<file path="config.mk">
export PLATFORM = sky130hd
export DESIGN_NAME = bptd_unit
export DESIGN_NICKNAME = d
export VERILOG_FILES = /design/src/design/bptd_pkg.sv /design/src/design/bptd_fifo_mem.sv /design/src/design/bptd_unit.sv
export SDC_FILE = /design/constraint.sdc
export NUM_CORES = 1
export LEC_CHECK = 0
export BUFFER_PORTS_ARGS = -buffer_cell sky130_fd_sc_hd__buf_4
export CAP_MARGIN = 25
export CORE_MARGIN = 2
export CORE_UTILIZATION = 40
export DETAILED_ROUTE_END_ITERATION = 12
export GPL_ROUTABILITY_DRIVEN = 0
export MAX_ROUTING_LAYER = met4
export PLACE_DENSITY = 0.71
export SETUP_SLACK_MARGIN = 0.5
export SYNTH_ARGS = -nofsm -noshare
export SYNTH_HDL_FRONTEND = slang
export SYNTH_SLANG_ARGS = --single-unit
export TNS_END_PERCENT = 100
</file>
<file path="constraint.sdc">
create_clock -name ref_clk -period 3.35 [get_ports ref_clk]
set_clock_uncertainty 0.1 [all_clocks]
set_input_delay 0.335 -clock ref_clk [delete_from_list [all_inputs] [get_ports ref_clk]]
set_output_delay 0.335 -clock ref_clk [all_outputs]
set_load 0.02 [all_outputs]
</file>
<file path="src/design/bptd_pkg.sv">
// constants, register map and types shared by the debug unit files
package bptd_pkg;

	// ****************************************
	// widths and depths
	// ****************************************
	localparam int ADDR_W = 16; // cpu address width
	localparam int DATA_W = 8; // cpu data width
	localparam int WB_W = 32; // wishbone data width
	localparam int WB_AW = 8; // wishbone byte address width
	localparam int FIFO_DEPTH = 8; // trace fifo stages
	localparam int CNT_W = 4; // fifo word count width

	// ****************************************
	// register byte offsets
	// ****************************************
	localparam logic [7:0] OFS_CTRL = 8'h00; // debug_status_control
	localparam logic [7:0] OFS_BKPT = 8'h04; // breakpoint_match_address
	localparam logic [7:0] OFS_CMPA = 8'h08; // comparator a value
	localparam logic [7:0] OFS_CMPB = 8'h0C; // comparator b value
	localparam logic [7:0] OFS_FIFOH = 8'h10; // trace_fifo_high_byte
	localparam logic [7:0] OFS_FIFOL = 8'h14; // trace_fifo_low_byte, read shifts
	localparam logic [7:0] OFS_STAT = 8'h18; // run status

	// ****************************************
	// control register fields
	// ****************************************
	localparam int CTL_BKEN = 0; // simple_breakpoint_enable
	localparam int CTL_FTS = 1; // force_tag_select, 1 forced
	localparam int CTL_ARM = 2; // arm a trace run
	localparam int CTL_BRKEN = 3; // trace trigger breaks the cpu
	localparam int CTL_TAG = 4; // trace break is tag type
	localparam int CTL_TRGSEL = 5; // opcode tracking on comparators
	localparam int CTL_BEGIN = 6; // begin type trace
	localparam int CTL_MODE_LO = 8; // trigger mode low bit
	localparam int CTL_MODE_HI = 11; // trigger mode high bit
	localparam int CTL_RW_QUALIFY_ENABLE_A = 12; // rw_qualify_enable_a
	localparam int CTL_RWA = 13; // rw_match_value_a
	localparam int CTL_RWBEN = 14; // rw qualify enable b
	localparam int CTL_RWB = 15; // rw match value b
	localparam logic [15:0] CTRL_RST = 16'h0000; // everything off

	// ****************************************
	// status register fields
	// ****************************************
	localparam int STA_ARMF = 0; // run armed
	localparam int STA_AF = 1; // comparator a matched
	localparam int STA_BF = 2; // comparator b matched
	localparam int STA_CNT_LO = 8; // fifo_word_count low bit

	// ****************************************
	// trigger modes
	// ****************************************
	localparam logic [3:0] MODE_A_ONLY = 4'h0;
	localparam logic [3:0] MODE_A_OR_B = 4'h1;
	localparam logic [3:0] MODE_A_THEN_B = 4'h2;
	localparam logic [3:0] MODE_EVT_B = 4'h3;
	localparam logic [3:0] MODE_A_THEN_EVT_B = 4'h4;
	localparam logic [3:0] MODE_A_AND_D = 4'h5;
	localparam logic [3:0] MODE_A_NOT_D = 4'h6;
	localparam logic [3:0] MODE_INSIDE = 4'h7;
	localparam logic [3:0] MODE_OUTSIDE = 4'h8;

	// ****************************************
	// change-of-flow kinds from the cpu
	// ****************************************
	localparam logic [1:0] COF_COND = 2'h0; // taken conditional branch
	localparam logic [1:0] COF_UNCOND = 2'h1; // unconditional_jump_op or never_taken_op
	localparam logic [1:0] COF_INDIR = 2'h2; // indirect jump_instr or subroutine_call_instr
	localparam logic [1:0] COF_INTRET = 2'h3; // interrupt or return

	// ****************************************
	// counts
	// ****************************************
	localparam logic [1:0] COF_BLANK = 2'h2; // cycles dropped after begin trigger
	localparam logic [3:0] CNT_FULL = 4'h8; // full fifo count
	localparam logic [3:0] CNT_LAST = 4'h7; // one below full
	localparam logic [3:0] CNT_ONE = 4'h1; // count step

	// run state
	typedef enum logic [3:0] {
		ST_IDLE = 4'b0001,
		ST_WAIT = 4'b0010,
		ST_STORE = 4'b0100,
		ST_DRAIN = 4'b1000
	} bptd_state_t;

endpackage

</file>
<file path="src/design/bptd_fifo_mem.sv">
// eight stage shifting word store for the trace fifo
`timescale 1ns/100ps
module bptd_fifo_mem (
	input wire logic ref_clk,
	input wire logic rst_n,
	input wire logic shift,
	input wire logic [bptd_pkg::ADDR_W-1:0] din,
	output logic [bptd_pkg::ADDR_W-1:0] dout
);

	// the stages, newest at index 0
	logic [bptd_pkg::ADDR_W-1:0] stage [bptd_pkg::FIFO_DEPTH];

	// ****************************************
	// shift chain
	// ****************************************
	genvar g;
	for (g = 0; g < bptd_pkg::FIFO_DEPTH; g++) begin : gen_stage
		// each stage takes its upstream neighbour on a shift
		always_ff @(posedge ref_clk or negedge rst_n) begin
			if (!rst_n) begin
				stage[g] <= '0;
			end else if (shift) begin
				stage[g] <= (g == 0) ? din : stage[(g == 0) ? 0 : g - 1];
			end
		end
	end

	// registered data port shows the oldest stage
	always_ff @(posedge ref_clk or negedge rst_n) begin
		if (!rst_n) begin
			dout <= '0;
		end else begin
			dout <= stage[bptd_pkg::FIFO_DEPTH-1];
		end
	end

endmodule

</file>
<file path="src/design/bptd_unit.sv">
// breakpoint and bus trace debug unit with wishbone register access
// How it works
// - simple breakpoint compares address to match register
// - forced type: any access to address breaks
// - tagged type: mark opcode fetched at address
// - breakpoint enable resets zero, gates simple breakpoint requests only
// - select bit one forced, zero tagged
// - eight stage fifo stores address or data
// - two comparators, each optional rw qualify
// - opcode tracking triggers only on execution
// - comparators also do range magnitude compares
// - debug controller accesses never match comparators
// - a compares address, b address or data
// - write data bus when a qualified write
// - match breaks, stores data, begins or ends
// - word count tracks stores; manual halt shifts once unless empty or full
// - low byte read shifts fifo forward
// - event modes store data byte, high unused
// - flow changes near begin trigger are dropped
// - end trigger flow change stored as last
// - unarmed low read pushes last opcode address
// - branch source, indirect and return destinations
//
// Decided for this implementation: the placing of the registers and the Wishbone register port.
`timescale 1ns/100ps
module bptd_unit (
	input wire logic ref_clk,
	input wire logic rst_n,
	input wire logic wb_cyc_i,
	input wire logic wb_stb_i,
	input wire logic wb_we_i,
	input wire logic [bptd_pkg::WB_AW-1:0] wb_adr_i,
	input wire logic [3:0] wb_sel_i,
	input wire logic [bptd_pkg::WB_W-1:0] wb_dat_i,
	output logic [bptd_pkg::WB_W-1:0] wb_dat_o,
	output logic wb_ack_o,
	input wire logic cpu_valid,
	input wire logic [bptd_pkg::ADDR_W-1:0] cpu_addr,
	input wire logic cpu_rw,
	input wire logic [bptd_pkg::DATA_W-1:0] cpu_rdata,
	input wire logic [bptd_pkg::DATA_W-1:0] cpu_wdata,
	input wire logic cpu_opfetch,
	input wire logic cpu_exec,
	input wire logic [bptd_pkg::ADDR_W-1:0] cpu_exec_addr,
	input wire logic cpu_flush,
	input wire logic bdc_access,
	input wire logic cof_valid,
	input wire logic [1:0] cof_kind,
	input wire logic [bptd_pkg::ADDR_W-1:0] cof_src,
	input wire logic [bptd_pkg::ADDR_W-1:0] cof_dst,
	output logic cpu_break_force,
	output logic cpu_break_tag
);

	// ****************************************
	// functions
	// ****************************************

	// rw qualifier passes when disabled or rw equals wanted value
	function automatic logic rw_ok(input logic en, input logic val, input logic rw);
		return ~en | (rw == val);
	endfunction

	// expand byte selects to a bit mask
	function automatic logic [31:0] byte_mask(input logic [3:0] sel);
		return {{8{sel[3]}}, {8{sel[2]}}, {8{sel[1]}}, {8{sel[0]}}};
	endfunction

	// merge a write into a 16 bit register under the byte mask
	function automatic logic [15:0] merge16(input logic [15:0] old,
		input logic [31:0] d, input logic [31:0] m);
		return (old & ~m[15:0]) | (d[15:0] & m[15:0]);
	endfunction

	// ****************************************
	// state
	// ****************************************
	logic [15:0] ctrl; // debug_status_control
	logic [15:0] bkpt_addr; // breakpoint_match_address
	logic [15:0] cmp_a; // comparator a value
	logic [15:0] cmp_b; // comparator b value
	logic af; // comparator a seen
	logic bf; // comparator b seen
	logic [3:0] cnt; // fifo_word_count
	logic a_seen; // a matched, for then modes
	logic [1:0] blank; // begin blanking counter
	logic [1:0] pv; // cof pipe valid
	logic [15:0] pa0; // cof pipe stage 0
	logic [15:0] pa1; // cof pipe stage 1
	logic [15:0] last_op; // most recent opcode fetch address
	logic [1:0] pend; // opcode tracking flags
	logic [15:0] fifo_q; // fifo data port
	bptd_pkg::bptd_state_t state; // run state
	bptd_pkg::bptd_state_t next_state; // next run state

	// ****************************************
	// wishbone decode
	// ****************************************
	wire wb_req = wb_cyc_i & wb_stb_i & ~wb_ack_o; // waiting for ack
	wire wb_fire = wb_cyc_i & wb_stb_i & wb_ack_o; // completing edge
	wire wr_fire = wb_fire & wb_we_i;
	wire rd_fire = wb_fire & ~wb_we_i;
	wire [31:0] wmask = byte_mask(wb_sel_i);
	wire sel_ctrl = wb_adr_i == bptd_pkg::OFS_CTRL;
	wire sel_bkpt = wb_adr_i == bptd_pkg::OFS_BKPT;
	wire sel_cmpa = wb_adr_i == bptd_pkg::OFS_CMPA;
	wire sel_cmpb = wb_adr_i == bptd_pkg::OFS_CMPB;
	wire sel_fifoh = wb_adr_i == bptd_pkg::OFS_FIFOH;
	wire sel_fifol = wb_adr_i == bptd_pkg::OFS_FIFOL;
	wire sel_stat = wb_adr_i == bptd_pkg::OFS_STAT;
	wire [15:0] new_ctrl = merge16(ctrl, wb_dat_i, wmask);
	wire ctrl_wr = wr_fire & sel_ctrl;
	wire rd_low = rd_fire & sel_fifol;

	// status word
	wire [15:0] stat_word = (16'(cnt) << bptd_pkg::STA_CNT_LO)
		| (16'(bf) << bptd_pkg::STA_BF) | (16'(af) << bptd_pkg::STA_AF)
		| (16'(ctrl[bptd_pkg::CTL_ARM]) << bptd_pkg::STA_ARMF);

	// read mux, unmapped reads give zero
	wire [15:0] rd_data = sel_ctrl ? ctrl : sel_bkpt ? bkpt_addr
		: sel_cmpa ? cmp_a : sel_cmpb ? cmp_b
		: sel_fifoh ? {8'h00, fifo_q[15:8]} : sel_fifol ? {8'h00, fifo_q[7:0]}
		: sel_stat ? stat_word : 16'h0000;

	// ****************************************
	// control fields
	// ****************************************
	wire arm = ctrl[bptd_pkg::CTL_ARM];
	wire bk_en = ctrl[bptd_pkg::CTL_BKEN];
	wire force_tag_select = ctrl[bptd_pkg::CTL_FTS];
	wire brk_en = ctrl[bptd_pkg::CTL_BRKEN];
	wire tag_sel = ctrl[bptd_pkg::CTL_TAG];
	wire trgsel = ctrl[bptd_pkg::CTL_TRGSEL];
	wire rw_qualify_enable_a = ctrl[bptd_pkg::CTL_RW_QUALIFY_ENABLE_A];
	wire rw_match_value_a = ctrl[bptd_pkg::CTL_RWA];
	wire [3:0] mode = ctrl[bptd_pkg::CTL_MODE_HI:bptd_pkg::CTL_MODE_LO];
	wire [3:0] new_mode = new_ctrl[bptd_pkg::CTL_MODE_HI:bptd_pkg::CTL_MODE_LO];
	wire is_event = (mode == bptd_pkg::MODE_EVT_B) | (mode == bptd_pkg::MODE_A_THEN_EVT_B);
	wire new_event = (new_mode == bptd_pkg::MODE_EVT_B)
		| (new_mode == bptd_pkg::MODE_A_THEN_EVT_B);
	wire is_full = (mode == bptd_pkg::MODE_A_AND_D) | (mode == bptd_pkg::MODE_A_NOT_D);
	wire begin_type = ctrl[bptd_pkg::CTL_BEGIN] | is_event; // event runs are begin type
	wire arm_start = ctrl_wr & new_ctrl[bptd_pkg::CTL_ARM];
	wire arm_stop = ctrl_wr & ~new_ctrl[bptd_pkg::CTL_ARM] & arm;

	// ****************************************
	// simple breakpoint
	// ****************************************
	wire sb_hit = bk_en & cpu_valid & (cpu_addr == bkpt_addr);
	wire sb_force = sb_hit & force_tag_select;
	wire sb_tag = sb_hit & ~force_tag_select & cpu_opfetch;

	// ****************************************
	// comparators
	// ****************************************
	wire bus_ok = cpu_valid & ~bdc_access;
	wire rw_a = rw_ok(rw_qualify_enable_a, rw_match_value_a, cpu_rw);
	wire rw_b = rw_ok(ctrl[bptd_pkg::CTL_RWBEN], ctrl[bptd_pkg::CTL_RWB], cpu_rw);
	wire [7:0] data_sel = (rw_qualify_enable_a & ~rw_match_value_a) ? cpu_wdata : cpu_rdata;
	wire a_eq = cpu_addr == cmp_a;
	wire b_eq = cpu_addr == cmp_b;
	wire d_eq = data_sel == cmp_b[7:0];
	wire a_raw = bus_ok & a_eq & rw_a;
	wire b_raw = bus_ok & b_eq & rw_b;
	wire in_rng = bus_ok & rw_a & (cpu_addr >= cmp_a) & (cpu_addr <= cmp_b);
	wire out_rng = bus_ok & rw_a & ((cpu_addr < cmp_a) | (cpu_addr > cmp_b));

	// opcode tracking, one tracker per comparator
	wire [1:0] fetch_hit = {bus_ok & cpu_opfetch & b_eq, bus_ok & cpu_opfetch & a_eq};
	wire [1:0] exec_hit = {cpu_exec & (cpu_exec_addr == cmp_b),
		cpu_exec & (cpu_exec_addr == cmp_a)};
	wire [1:0] trk;
	genvar g;
	for (g = 0; g < 2; g++) begin : gen_track
		// pending while a matched opcode sits in the queue
		always_ff @(posedge ref_clk or negedge rst_n) begin
			if (!rst_n) begin
				pend[g] <= 1'b0;
			end else if (cpu_flush | exec_hit[g]) begin
				pend[g] <= 1'b0;
			end else if (fetch_hit[g]) begin
				pend[g] <= 1'b1;
			end
		end
		assign trk[g] = pend[g] & exec_hit[g] & ~cpu_flush;
	end
	wire a_q = trgsel ? trk[0] : a_raw;
	wire b_q = trgsel ? trk[1] : b_raw;

	// trigger per mode
	wire trig_mode = (mode == bptd_pkg::MODE_A_ONLY) ? a_q
		: (mode == bptd_pkg::MODE_A_OR_B) ? (a_q | b_q)
		: (mode == bptd_pkg::MODE_A_THEN_B) ? (a_seen & b_q)
		: (mode == bptd_pkg::MODE_EVT_B) ? b_q
		: (mode == bptd_pkg::MODE_A_THEN_EVT_B) ? (a_seen & b_q)
		: (mode == bptd_pkg::MODE_A_AND_D) ? (a_q & d_eq)
		: (mode == bptd_pkg::MODE_A_NOT_D) ? (a_q & ~d_eq)
		: (mode == bptd_pkg::MODE_INSIDE) ? in_rng
		: (mode == bptd_pkg::MODE_OUTSIDE) ? out_rng : 1'b0;
	wire running = (state == bptd_pkg::ST_WAIT) | (state == bptd_pkg::ST_STORE);
	wire trig = running & trig_mode;

	// trace breakpoint; full modes tag on the address match only
	wire tr_force = brk_en & ~tag_sel & trig;
	wire tr_tag = brk_en & tag_sel & cpu_opfetch & running & (is_full ? a_q : trig_mode);

	// ****************************************
	// change of flow and fifo input
	// ****************************************
	wire cof_keep = (cof_kind != bptd_pkg::COF_UNCOND);
	wire [15:0] cof_pick = (cof_kind == bptd_pkg::COF_COND) ? cof_src : cof_dst;
	wire cof_take = cof_valid & cof_keep & ~is_event
		& (state == bptd_pkg::ST_STORE) & (blank == 2'b00);
	wire store_on = (state == bptd_pkg::ST_STORE) | (state == bptd_pkg::ST_DRAIN);
	wire push_cof = pv[1] & store_on & ~is_event;
	wire push_evt = (state == bptd_pkg::ST_STORE) & is_event & trig;
	wire push = push_cof | push_evt;
	wire [15:0] push_word = push_evt ? {8'h00, data_sel} : pa1;
	wire prof = rd_low & ~arm;
	wire halt_shift = arm_stop & (cnt != 4'h0) & (cnt != bptd_pkg::CNT_FULL);
	wire mem_shift = push | rd_low | halt_shift;
	wire [15:0] mem_din = push ? push_word : prof ? last_op : 16'h0000;
	wire fill_end = push & begin_type & (cnt == bptd_pkg::CNT_LAST);
	wire begin_go = (state == bptd_pkg::ST_WAIT) & trig;
	wire cnt_inc = (push | prof) & (cnt != bptd_pkg::CNT_FULL);

	// ****************************************
	// run state machine
	// ****************************************
	always_comb begin
		next_state = state;
		unique case (state)
			bptd_pkg::ST_IDLE: begin
				next_state = bptd_pkg::ST_IDLE;
			end
			bptd_pkg::ST_WAIT: begin
				if (begin_go) begin
					next_state = bptd_pkg::ST_STORE;
				end
			end
			bptd_pkg::ST_STORE: begin
				if (fill_end) begin
					next_state = bptd_pkg::ST_IDLE;
				end else if (~begin_type & trig) begin
					next_state = bptd_pkg::ST_DRAIN;
				end
			end
			bptd_pkg::ST_DRAIN: begin
				if (pv == 2'b00) begin
					next_state = bptd_pkg::ST_IDLE;
				end
			end
		endcase
		if (arm_stop) begin
			next_state = bptd_pkg::ST_IDLE;
		end
		if (arm_start) begin
			next_state = (new_ctrl[bptd_pkg::CTL_BEGIN] & ~new_event)
				? bptd_pkg::ST_WAIT : bptd_pkg::ST_STORE;
		end
	end

	// state register
	always_ff @(posedge ref_clk or negedge rst_n) begin
		if (!rst_n) begin
			state <= bptd_pkg::ST_IDLE;
		end else begin
			state <= next_state;
		end
	end

	// ****************************************
	// registers written by software
	// ****************************************

	// control, arm drops when a run ends on its own
	always_ff @(posedge ref_clk or negedge rst_n) begin
		if (!rst_n) begin
			ctrl <= bptd_pkg::CTRL_RST;
		end else if (ctrl_wr) begin
			ctrl <= new_ctrl;
		end else if (next_state == bptd_pkg::ST_IDLE) begin
			ctrl[bptd_pkg::CTL_ARM] <= 1'b0;
		end
	end

	// match values
	always_ff @(posedge ref_clk or negedge rst_n) begin
		if (!rst_n) begin
			bkpt_addr <= 16'h0000;
			cmp_a <= 16'h0000;
			cmp_b <= 16'h0000;
		end else if (wr_fire) begin
			if (sel_bkpt) begin
				bkpt_addr <= merge16(bkpt_addr, wb_dat_i, wmask);
			end
			if (sel_cmpa) begin
				cmp_a <= merge16(cmp_a, wb_dat_i, wmask);
			end
			if (sel_cmpb) begin
				cmp_b <= merge16(cmp_b, wb_dat_i, wmask);
			end
		end
	end

	// ****************************************
	// run bookkeeping
	// ****************************************

	// flags and word count; arming clears and wins over sets
	always_ff @(posedge ref_clk or negedge rst_n) begin
		if (!rst_n) begin
			af <= 1'b0;
			bf <= 1'b0;
			a_seen <= 1'b0;
			cnt <= 4'h0;
		end else begin
			if (arm_start) begin
				af <= 1'b0;
				bf <= 1'b0;
				a_seen <= 1'b0;
				cnt <= 4'h0;
			end else begin
				af <= af | (running & a_q);
				bf <= bf | (running & b_q);
				a_seen <= a_seen | (running & a_q);
				if (cnt_inc) begin
					cnt <= cnt + bptd_pkg::CNT_ONE;
				end
			end
		end
	end

	// blanking after begin trigger and the two stage cof pipe
	always_ff @(posedge ref_clk or negedge rst_n) begin
		if (!rst_n) begin
			blank <= 2'b00;
			pv <= 2'b00;
			pa0 <= 16'h0000;
			pa1 <= 16'h0000;
		end else begin
			blank <= begin_go ? bptd_pkg::COF_BLANK : (blank != 2'b00) ? blank - 2'b01 : blank;
			pv <= {pv[0] & ~arm_start, cof_take};
			pa0 <= cof_pick;
			pa1 <= pa0;
		end
	end

	// most recent opcode fetch address for profiling
	always_ff @(posedge ref_clk or negedge rst_n) begin
		if (!rst_n) begin
			last_op <= 16'h0000;
		end else if (cpu_valid & cpu_opfetch) begin
			last_op <= cpu_addr;
		end
	end

	// trace fifo storage
	bptd_fifo_mem u_mem (
		.ref_clk(ref_clk),
		.rst_n(rst_n),
		.shift(mem_shift),
		.din(mem_din),
		.dout(fifo_q)
	);

	// ****************************************
	// outputs
	// ****************************************

	// wishbone answer one cycle after the request
	always_ff @(posedge ref_clk or negedge rst_n) begin
		if (!rst_n) begin
			wb_ack_o <= 1'b0;
			wb_dat_o <= '0;
		end else begin
			wb_ack_o <= wb_req;
			if (wb_req) begin
				wb_dat_o <= {16'h0000, rd_data};
			end
		end
	end

	// break requests to the cpu
	always_ff @(posedge ref_clk or negedge rst_n) begin
		if (!rst_n) begin
			cpu_break_force <= 1'b0;
			cpu_break_tag <= 1'b0;
		end else begin
			cpu_break_force <= sb_force | tr_force;
			cpu_break_tag <= sb_tag | tr_tag;
		end
	end

endmodule

</file>
# Yosys cells after proc, flatten, opt, wreduce, memory -nomap -nowiden
# Index checks and enable logic that the tools add are counted.
[word_totals]
register_bits = 292
inputBits = 138
output_inout_bits = 35
[op_classes]
n_addsub = 2
magnitude_cmp = 4
n_eq_ne = 32
n_mux = 45
bitwise_logic = 115
n_reduce_logical = 15
[op_table]
columns = ["cell", "count"]
rows = [
  ["$mux W16", 8],
  ["$and A16 B16 Y16", 5],
  ["$eq A16 B16 Y1", 5],
  ["$and A1 B1 Y1", 65],
  ["$or A16 B16 Y16", 4],
  ["$mux W12", 3],
  ["$mux W4", 8],
  ["$eq A4 B3 Y1 const B", 7],
  ["$eq A8 B5 Y1 const B", 3],
  ["$mux W1", 21],
  ["$or A1 B1 Y1", 21],
  ["$eq A4 B2 Y1 const B", 4],
  ["$eq A8 B4 Y1 const B", 2],
  ["$ge A16 B16 Y1", 1],
  ["$gt A16 B16 Y1", 1],
  ["$le A16 B16 Y1", 1],
  ["$lt A16 B16 Y1", 1],
  ["$not A1 Y1", 16],
  ["$not A16 Y16", 1],
  ["$pmux W4 S4", 1],
  ["$eq A4 B1 Y1 const B", 3],
  ["$or A12 B1 Y12", 1],
  ["$or A12 B2 Y12", 1],
  ["$or A12 B3 Y12", 1],
  ["other kinds (17)", 29],
]

# Depth between registers and ports, before layout
# Gate-level depths: netlist (run 1).
[logic_depth]
word_depth = 25
ltp_mapped = 16
depth_no_buf = 12

# By module
# Synthesis (run 1) repeated with hierarchy kept, for this count alone.
[hier_totals]
hier_cells = 1132
hier_area_um2 = 13688.1
[by_module_without_submodules]
columns = ["mod", "instances", "cells_per_inst", "area_per_inst_um2", "seq_area_each_um2"]
rows = [
  ["bptd_unit", 1, 846, 8465.6, 3704.8],
  ["bptd_fifo_mem", 1, 286, 5222.5, 3603.5],
]

# Least setup slack after synthesis (run 1)
# No wires, ideal clock.
[synth_path]
path_type = "reg2reg"
from = "register with a tool-made name"
to = "register u_mem.stage[0] (netlist name)"
setup_ns = 0.125
t_arrival_ns = 3.055
t_required_ns = 3.125
setup_slack_ns = 0.070
path_stages_with_launch = 16
cell_sequence = "dfrtp_1 clkbuf_1 inv_1 ha_1 nand2_1 nor4_1 o21ai_0 a31oi_1 mux2i_1 a22oi_1 o211ai_2 buf_6 a211oi_2 buf_6 buf_6 mux2_4"
[synth_lines]
columns = ["element", "line_no", "source"]
rows = [
  ["end signal, assigned by index", "bptd_fifo_mem.sv:24", "stage[g] <= (g == 0) ? din : stage[(g == 0) ? 0 : g - 1];"],
  ["end, declared", "bptd_fifo_mem.sv:12", "logic [bptd_pkg::ADDR_W-1:0] stage [bptd_pkg::FIFO_DEPTH];"],
]

==> results of run 1 <==
[final cells by class]
| class | instances | area share [%] |
|---|---|---|
| inverters | 46 | 0.9247 |
| multi-input cells | 729 | 35.09 |
| flip-flops and latches | 292 | 39.15 |
| clock buffers | 39 | 4.630 |
| clock inverters | 17 | 1.099 |
| well taps | 455 | 3.049 |
| diodes | 1 | 0.01340 |
| repair buffers | 336 | 16.04 |
[worst max-delay path: cells and delay by family, from the launching register on]
kind	cells	cell delay (ps)
buffers and inverters	6	820
flip-flops	1	390
AO/OA/AOI/OAI	6	870
AND/OR/NAND/NOR	4	1040
adder cells (fa/ha/maj)	1	270
[report_power, final]
group | internal (mW) | leakage (nW) | switching [mW]
clock | 2.07 | 0.527 | 1.48
sequential | 3.59 | 3.91 | 0.0395
combinational | 0.276 | 4.71 | 0.289
[what timing repair did]
action | 4_1_cts | 5_1_grt
cloned | 2 | 0
setup endpoints to repair | 141 | 141
resized for setup | 34 | 25
setup buffers | 6 | 10
endpoints found under the hold margin | 142 | 0
pin swaps | 20 | 2
hold buffers | 58 | 0
[worst min-delay path by stage]
stage | slack, ps | from | end | depth (start not counted)
after CTS | 20 | cpu_addr[14] | last_op[14] | 3
after detailed placement | 200 | rst_n | wb_ack_o | 1
after global routing | 30 | cpu_addr[14] | last_op[14] | 3
after floorplan | -60 | rst_n | asynchronous set/reset pin | 0
final | 40 | cpu_addr[14] | last_op[14] | 3
after global placement | 190 | rst_n | wb_ack_o | 1
[routing by layer]
metal	vias up	GRT usage (%)	part of all wire (%)
li1	4621	-	-
met4	0	7.751	3.8
met1	5095	29.35	44
met2	406	33.87	46
met5	-	-	0
met3	95	3.691	6.6
[synthesized netlist by cell type, drive strengths merged (8+ instances only)]
master,instances,area share (%)
dfrtp,291,52
clkbuf,21,0.56
and2,8,0.36
nor2b,9,0.40
a2bb2oi,8,0.50
a221oi,18,1.5
a22oi,24,1.3
xor2,41,2.5
a222oi,8,0.57
nor2,39,1.1
o21ai,29,1.0
nand4,14,0.62
xnor2,18,1.1
ha,35,3.1
mux2,207,19
nand2,100,2.7
a21o,9,0.48
inv,46,1.2
a21oi,32,1.2
buf,41,2.4
nor4,14,0.67
nand3,15,0.53
[logic make-up after synthesis]
kind of cell | after synthesis
DFF | 292
muxes | 208
and+or+nand+nor | 237
buffers and inverters | 108
xor gates and xnor gates | 59
adders and majority gates | 35
other | 1
AOI/OAI and AO/OA | 174
[through the flow]
stage	setup TNS (ps)	power, mW	setup slack [ps]	instance area (sq um)	utilization, %
2_1_floorplan	0	3.864	212.5	14290	-
3_3_place_gp	-10170	4.171	-121.0	16580	47.89
3_5_place_dp	-24220	4.182	-305.5	16580	47.89
4_1_cts	-22550	7.768	-202.8	18460	53.30
5_1_grt	-44330	7.996	-408.2	18670	53.92
6_report	-29780	7.740	-271.2	18670	53.92
==> impl_metrics.csv, run 1 <==
group,metric,value,unit
setup_path,rrSetupSlack,-270,ps
global_routing,antenna_found_initial,0,
global_routing,grt_max_degree,76,
timing,slew_viol_final,0,
timing,fmax,0.2762,GHz
yosys,ys_ff_latch,292,
setup_path,crit_arrival,3980,ps
final_layout,regArea,7311,sq um
outcome,run_status,"finished, violations left",
yosys,synth_edf_count,0,
global_routing,grtUsageTotal,21.96,%
floorplanning,die_w,191.7,um
final_layout,drive_gt1_share,41.54,%
yosys,yosys.cell_types.count,77,
setup_path,endpoint,"u_mem.stage[117]",
cts,clk_latency,580,ps
yosys,synthesis.instances,1114,
floorplanning,die_h,191.7,um
timing,setup_viol,138,
cts,cts_tree,"done",
yosys,syn_area,14090,sq um
cts,cts-root-buf,"clkbuf_16",
floorplanning,die-area,36740,sq um
drt,wire_per_inst,20.37,um
timing,worst_pin_slew,1046,ps
final_layout,final_common_cell,"dfrtp_1",
drt,vias,10220,
cts,cts_max_path_buffers,3,
floorplanning,row_count,68,
yosys,synth_fa_ha_area_share,3.108,%
setup_path,crit_fanout,8,
final_layout,final_cell_mix,"289 x dfrtp_1, 246 x buf_4, 112 x mux2_4",
setup_path,max_stage_delay,410,ps
setup_path,end_kind,"flop",
timing,fin_crit_sh,108.1,%
timing,hold_violations,0,
setup_path,worst-setup-path-type,"reg2reg",
drt,via_per_inst,5.335,
floorplanning,initial_core_util,40.69,%
final_layout,area_growth,32.54,%
yosys,synth_seq_area_share,51.87,%
drt,dr.pass1.iters,5,
cts,numCtsBuffers,30,
setup_path,cp.required,3700,ps
yosys,synth-simple-area-share,8.321,%
yosys,synth-async-reset-ratio,100.0,%
timing,fin_ws,-271.2,ps
yosys,synth_top_family_by_area,"multiplexers",
yosys,synthMuxAreaShare,19.39,%
drt,ant_nets,0,
placement,portBuffers,138,
setup_path,crit_chain,"inv_2 > ha_4 > nand4_1 > nor4_4 > nand4_1 > o31ai_4 > buf_4 > buf_4 > nand4_1 > o2bb2ai_2 > o211ai_4 > a211oi_4 > buf_12 > buf_16 > buf_12 > a221oi_2 > a2bb2oi_2",
setup_path,slowest_stage,"nor4_4",
global_routing,grt.overflow.total,0,
cts,path_clk_slew,60,ps
placement,hpwl,28430,um
yosys,synth-compound-area-share,9.405,%
cts,h-tree-depth,1,
timing,rsz0062_at_grt,"true",
yosys,synth_xor_area_share,3.668,%
drt,routed_wirelength,39000,um
setup_path,cp-start-kind,"flop",
drt,drc_errors,0,
cts,cts.sinks,292,
timing,slew_headroom,29.30,%
final_layout,fillerInstances,2838,
power,power.density,414.5,nW/um^2
timing,min_period,3621,ps
final_layout,finalNonFillerCells,1915,
placement,dp.cells,1781,
yosys,yosys_warnings,0,
setup_path,regToRegEndpoint,"u_mem.stage[117]",
setup_path,path_common_cell,"nand4_1",
floorplanning,core-area,34630,sq um
setup_path,r2r_cells,17,
hold_path,min_path_type,"in2reg",
final_layout,final_nets,1608,
global_routing,grt_pass1_vias,10570,
timing,whs,39.84,ps
job,cap_violations,0,
yosys,avgSynthCellArea,12.65,sq um
drt,drtIter0Drc,802,
power,peakVddDrop,0.4187,mV
outcome,violations,"setup timing",
power,power.leakage,9.147,nW
global_routing,grt_pass1_wl,60170,um
floorplanning,ios,173,
yosys,synth_flop_cell,"dfrtp_1",
final_layout,multi_input_area,6553,sq um
(Power assumes the default switching activity.)
==> run 2, diff against run 1 <==
--- a/config.mk
+++ b/config.mk
@@ -7,12 +7,12 @@
 export LEC_CHECK = 0
 export BUFFER_PORTS_ARGS = -buffer_cell sky130_fd_sc_hd__buf_4
 export CAP_MARGIN = 25
-export CORE_MARGIN = 2
-export CORE_UTILIZATION = 40
+export CORE_MARGIN = 1
+export CORE_UTILIZATION = 45
 export DETAILED_ROUTE_END_ITERATION = 12
 export GPL_ROUTABILITY_DRIVEN = 0
 export MAX_ROUTING_LAYER = met4
-export PLACE_DENSITY = 0.71
+export PLACE_DENSITY = 0.67
 export SETUP_SLACK_MARGIN = 0.5
 export SYNTH_ARGS = -nofsm -noshare
 export SYNTH_HDL_FRONTEND = slang
==> run 2 against run 1 <==
  * The run still ends with setup timing left
  * Core utilization is 5.5 points higher
  * Cell count shrank 4.6%
  * First-iteration DRC count is 7.4% lower
==> impl_metrics.csv, run 2 (same netlist as run 1, synthesis figures left out) <==
group,metric,value,unit
cts,cts_max_path_buffers,3,
power,finalPower,7.791,mW
cts,cts-root-buf,"clkbuf_16",
final_layout,antennaDiodeCount,0,
floorplanning,initial_core_util,45.94,%
drt,ant_nets,0,
timing,min_period,3614,ps
hold_path,min_path_cells,3,
timing,setup_viol,135,
global_routing,antenna_found_initial,0,
global_routing,grtUsageTotal,24.69,%
placement,hpwl,27250,um
setup_path,cp-start-kind,"flop",
timing,hold_violations,0,
final_layout,area_growth,29.42,%
cts,cts.sinks,292,
setup_path,r2r_cells,14,
final_layout,final_common_cell,"dfrtp_1",
job,cap_violations,0,
placement,dpl_worst_slack,-282.9,ps
timing,slew_viol_final,0,
power,power.leakage,8.938,nW
hold_path,min_path_type,"in2reg",
final_layout,finalNonFillerCells,1826,
global_routing,grt_pass1_wl,58000,um
final_layout,final_cell_mix,"291 x dfrtp_1, 228 x buf_4, 112 x mux2_4",
floorplanning,die_h,178.9,um
final_layout,final_nets,1579,
floorplanning,die_w,178.9,um
drt,dr.pass1.iters,7,
global_routing,grt_max_degree,78,
timing,slew_headroom,31.53,%
cts,numCtsBuffers,31,
drt,routed_wirelength,38070,um
setup_path,crit_fanout,8,
setup_path,worst-setup-path-type,"reg2reg",
floorplanning,die-area,32020,sq um
drt,drc_errors,0,
timing,fin_crit_sh,107.9,%
drt,vias,10090,
power,peakVddDrop,0.3871,mV
timing,worst_pin_slew,1013,ps
floorplanning,row_count,64,
final_layout,drive_gt1_share,39.16,%
drt,wire_per_inst,20.85,um
cts,clk_latency,580,ps
cts,cts_tree,"done",
floorplanning,ios,173,
final_layout,fillerInstances,2389,
placement,dp.cells,1697,
setup_path,crit_arrival,4000,ps
drt,via_per_inst,5.524,
timing,rsz0062_at_grt,"true",
setup_path,cp.required,3740,ps
global_routing,grt_pass1_vias,10230,
placement,portBuffers,138,
outcome,violations,"setup timing",
drt,drtIter0Drc,743,
global_routing,grt.overflow.total,0,
floorplanning,core-area,30670,sq um
timing,fin_ws,-263.7,ps
cts,path_clk_slew,70,ps
setup_path,end_kind,"flop",
cts,h-tree-depth,1,
power,power.density,427.3,nW/um^2
outcome,run_status,"finished, violations left",
timing,fmax,0.2767,GHz
==> run 2: cell count changes in the layout (fill, tap and decap cells not counted), sizes merged <==
cell | previous run | this run
bufinv | 3 | 5
clkinvlp | 2 | 1
diode | 1 | 0
clkinv | 10 | 8
clkbuf | 39 | 43
buf | 278 | 244
dlygate4sd3 | 58 | 60
==> run 2: critical path, cell delays in order (launching register included) <==
cell and delay (ps):
dfrtp_1 580, inv_1 80, ha_1 300, and4_1 180, nand4_1 190, o31ai_4 120
a2111oi_1 460, a311o_1 220, o211ai_4 120, buf_6 160, a2111oi_4 370, clkbuf_16 220
buf_4 160, nand2_1 70, a2bb2oi_1 170
==> run 2: metrics by stage <==
step	TNS [ps]	hold WS (ps)	area [sq um]	util [%]
after floorplan	0	-60.59	14290	-
after global placement	-25920	232.1	16230	52.92
after detailed placement	-30520	234.7	16230	52.92
after CTS	-21580	27.16	18080	58.95
after global routing	-51330	40.00	18230	59.45
final	-27530	48.02	18230	59.45
==> run 2: layout make-up <==
| class | count | area [sq um] | share of cell area, % |
|---|---|---|---|
| well taps | 396 | 495.5 | 2.717 |
| inverters | 46 | 172.7 | 0.9470 |
| clock buffers | 41 | 843.3 | 4.625 |
| repair buffers | 306 | 2631 | 14.43 |
| clock inverters | 16 | 230.2 | 1.263 |
| flip-flops and latches | 292 | 7308 | 40.08 |
| multi-input cells | 729 | 6553 | 35.94 |
==> run 2: where the power goes <==
group / leakage [nW] / total, mW / internal (mW) / switching, mW
clock: 0.528 / 3.62 / 2.16 / 1.45
combinational: 4.50 / 0.550 / 0.264 / 0.286
sequential: 3.91 / 3.62 / 3.59 / 0.0350
total: 8.94 / 7.79 / 6.02 / 1.77
==> run 2: path summary, 6_finish.rpt <==
check / endpoint / slack [ps] / from
min in group asynchronous: asynchronous set/reset pin / 220 / rst_n
min reg2reg: pa1[13] / 250 / pa0[13]
max reg2reg: u_mem.stage[117] / -260 / flop
max in group asynchronous: u_mem.stage[99] / 2000 / rst_n
max: u_mem.stage[117] / -260 / flop
min: last_op[13] / 50 / cpu_addr[13]
==> run 2: repair_timing <==
| item | 4_1_cts | 5_1_grt |
|---|---|---|
| pin swaps | 16 | 13 |
| buffers inserted | 5 | 6 |
| endpoints found under the setup margin | 141 | 141 |
| hold endpoints to repair | 161 | 0 |
| hold buffers | 60 | 0 |
| gates resized for setup | 31 | 14 |
| gates cloned | 0 | 1 |
==> run 2: per-layer routing <==
metal	track usage (%)	up-vias	wire length, um
li1	-	4558	-
met1	32.97	5014	16630
met2	38.24	424	17670
met3	4.241	90	2542
met4	7.945	0	1229
met5	-	-	0
==> run 3, diff against run 2 <==
--- a/config.mk
+++ b/config.mk
@@ -12,7 +12,6 @@
 export DETAILED_ROUTE_END_ITERATION = 12
 export GPL_ROUTABILITY_DRIVEN = 0
 export MAX_ROUTING_LAYER = met4
-export PLACE_DENSITY = 0.67
 export SETUP_SLACK_MARGIN = 0.5
 export SYNTH_ARGS = -nofsm -noshare
 export SYNTH_HDL_FRONTEND = slang
==> constraint.sdc (replaced) <==
create_clock -name ref_clk -period 3.8 [get_ports ref_clk]
set_clock_uncertainty 0.1 [all_clocks]
set_input_delay 0.38 -clock ref_clk [delete_from_list [all_inputs] [get_ports ref_clk]]
set_output_delay 0.38 -clock ref_clk [all_outputs]
set_load 0.02 [all_outputs]
==> run 3 against run 2 <==
  * The flow now finishes without violations
  * Maximum frequency shrank 0.75%
  * Count of clock-buffer cells in the layout grew 9
  * Wire length grew 2.5%
  * Flip-flop and latch count is the same
  * Hold slack lost 24 ps
  * Setup slack gained 420 ps
  * Die area is the same
  * Sequential power shrank 12%
  * Final area shrank 0.14%
  * Global-route usage grew 0.23 points
  * Non-clock buffer count shrank 31
  * Highest routed layer unchanged
  * Via count shrank 1.9%
==> impl_metrics.csv, run 3 (same netlist as run 1, synthesis figures left out) <==
group,metric,value,unit
outcome,run_status,"finished clean",
floorplanning,initial_core_util,45.94,%
cts,cts.sinks,292,
timing,whs,23.95,ps
drt,vias,9897,
timing,setup_viol,0,
cts,clk_latency,520,ps
drt,dr.pass1.iters,5,
cts,cts_max_path_buffers,3,
hold_path,min_path_type,"in2reg",
placement,dpl_worst_slack,-197.5,ps
final_layout,final_common_cell,"dfrtp_1",
final_layout,drive_gt1_share,40.60,%
floorplanning,die_w,178.9,um
power,switching_share,22.63,%
cts,cts-root-buf,"clkbuf_16",
placement,portBuffers,138,
setup_path,crit_arrival,3930,ps
power,seq_power_share,46.8,%
final_layout,antennaDiodeCount,0,
global_routing,antenna_found_initial,0,
timing,fmax,0.2746,GHz
placement,hpwl,27000,um
floorplanning,die-area,32020,sq um
final_layout,fin_area,18210,sq um
timing,min_period,3641,ps
timing,worst_pin_slew,1019,ps
floorplanning,row_count,64,
drt,routed_wirelength,39010,um
power,combPwrFrac,6.7,%
power,p_clk_share,46.5,%
cts,numCtsBuffers,34,
power,power.leakage,8.920,nW
setup_path,worst-setup-path-type,"reg2reg",
timing,fin_ws,158.8,ps
power,internal_power,5.284,mW
cts,h-tree-depth,2,
floorplanning,core-area,30670,sq um
global_routing,grt_pass1_vias,9923,
cts,path_clk_slew,60,ps
final_layout,post-route-util,59.37,%
floorplanning,ios,173,
global_routing,grt_pass1_wl,57800,um
timing,fin_crit_sh,95.82,%
drt,wire_per_inst,21.73,um
final_layout,area_growth,29.25,%
power,power.switching,1.546,mW
setup_path,cp-start-kind,"flop",
final_layout,final_cell_mix,"286 x dfrtp_1, 212 x buf_4, 104 x mux2_4",
power,peakVddDrop,0.2607,mV
hold_path,min_from,"cof_src[1]",
global_routing,grt_max_degree,97,
final_layout,final_nets,1551,
cts,cts_tree,"done",
drt,via_per_inst,5.514,
timing,slew_viol_final,0,
setup_path,end_kind,"flop",
setup_path,rrSetupSlack,160,ps
floorplanning,die_h,178.9,um
placement,placed_cell_area,15910,sq um
drt,drc_errors,0,
timing,rsz0062_at_grt,"true",
timing,slew_headroom,31.14,%
setup_path,cp.required,4080,ps
drt,ant_nets,0,
drt,drtIter0Drc,850,
timing,hold_violations,0,
setup_path,crit_fanout,9,
job,cap_violations,0,
power,power.density,375.1,nW/um^2
final_layout,fillerInstances,2461,
global_routing,grtUsageTotal,24.92,%
global_routing,grt.overflow.total,0,
-- run 3: cell types whose count changed in the layout (fill, tap and decap cells not counted), moves of 8 or more --
cell / previous run / this run
buf_4: 228 / 212
mux2_1: 0 / 8
mux2_4: 112 / 104
dlygate4sd3_1: 60 / 31
clkbuf_16: 33 / 44
-- run 3: area by class of cell --
cell class | count | area (sq um) | area share (%)
Clock buffer | 50 | 1012 | 5.559
Clock inverter | 7 | 66.31 | 0.3642
Inverter | 46 | 172.7 | 0.9483
Multi-Input combinational cell | 729 | 6570 | 36.08
Sequential cell | 292 | 7315 | 40.17
Tap cell | 396 | 495.5 | 2.721
Timing Repair Buffer | 275 | 2577 | 14.16
-- run 3: power by group through the flow --
stage                     clock (mW)  combinational [mW]  sequential [mW]
after floorplan                    0               0.163             3.24
after global placement             0               0.409             3.25
after detailed placement           0               0.414             3.25
after CTS                       3.24               0.449             3.19
after global routing            3.36               0.502             3.20
final                           3.18               0.458             3.20
-- run 3: per-layer routing --
layer	part of all wire, %	vias up	GRT usage (%)	routed length, um
met5	0	-	-	0
met4	3.0	0	8.475	1177
met3	6.2	86	3.520	2430
met2	46	399	37.71	18060
met1	44	4907	34.37	17340
li1	-	4505	-	-
-- run 3: timing repair --
item                                    CTS  global route
hold buffers                             31             0
gates resized for setup                  30            66
endpoints found under the setup margin  136           138
pin swaps                                 7            12
setup buffers                             6            13
endpoints found under the hold margin   109             0
gates cloned                              3             9
-- run 3: through the flow --
stage          instances  setup TNS [ps]  power, mW
2_1_floorplan       1129               0      3.402
3_3_place_gp        1676           -5143      3.656
3_5_place_dp        1676           -8830      3.662
4_1_cts             1773               0      6.882
5_1_grt             1795               0      7.058
6_report            1795               0      6.830
-- run 3: path summary, 6_finish.rpt --
check                                  endpoint  cells after the start
worst max-delay path            u_mem.stage[80]                     14
worst min-delay path                     pa0[1]                      2
worst max register to register  u_mem.stage[80]                     14
worst min register to register          pa1[15]                      0
max in group asynchronous          wb_dat_o[14]                      3
min in group asynchronous           wb_dat_o[4]                      2
-- run 3: worst max-delay path, cell delays in order (launching register included) --
cell and delay (ps):
dfrtp_1 430, buf_6 140, xor2_1 140, a2111o_1 340, o31a_1 140, nor4_4 350, buf_4 200, nand2_1 60
a22oi_2 160, o211ai_2 140, a211oi_4 460, buf_12 240, buf_4 160, buf_16 120, mux2_4 290
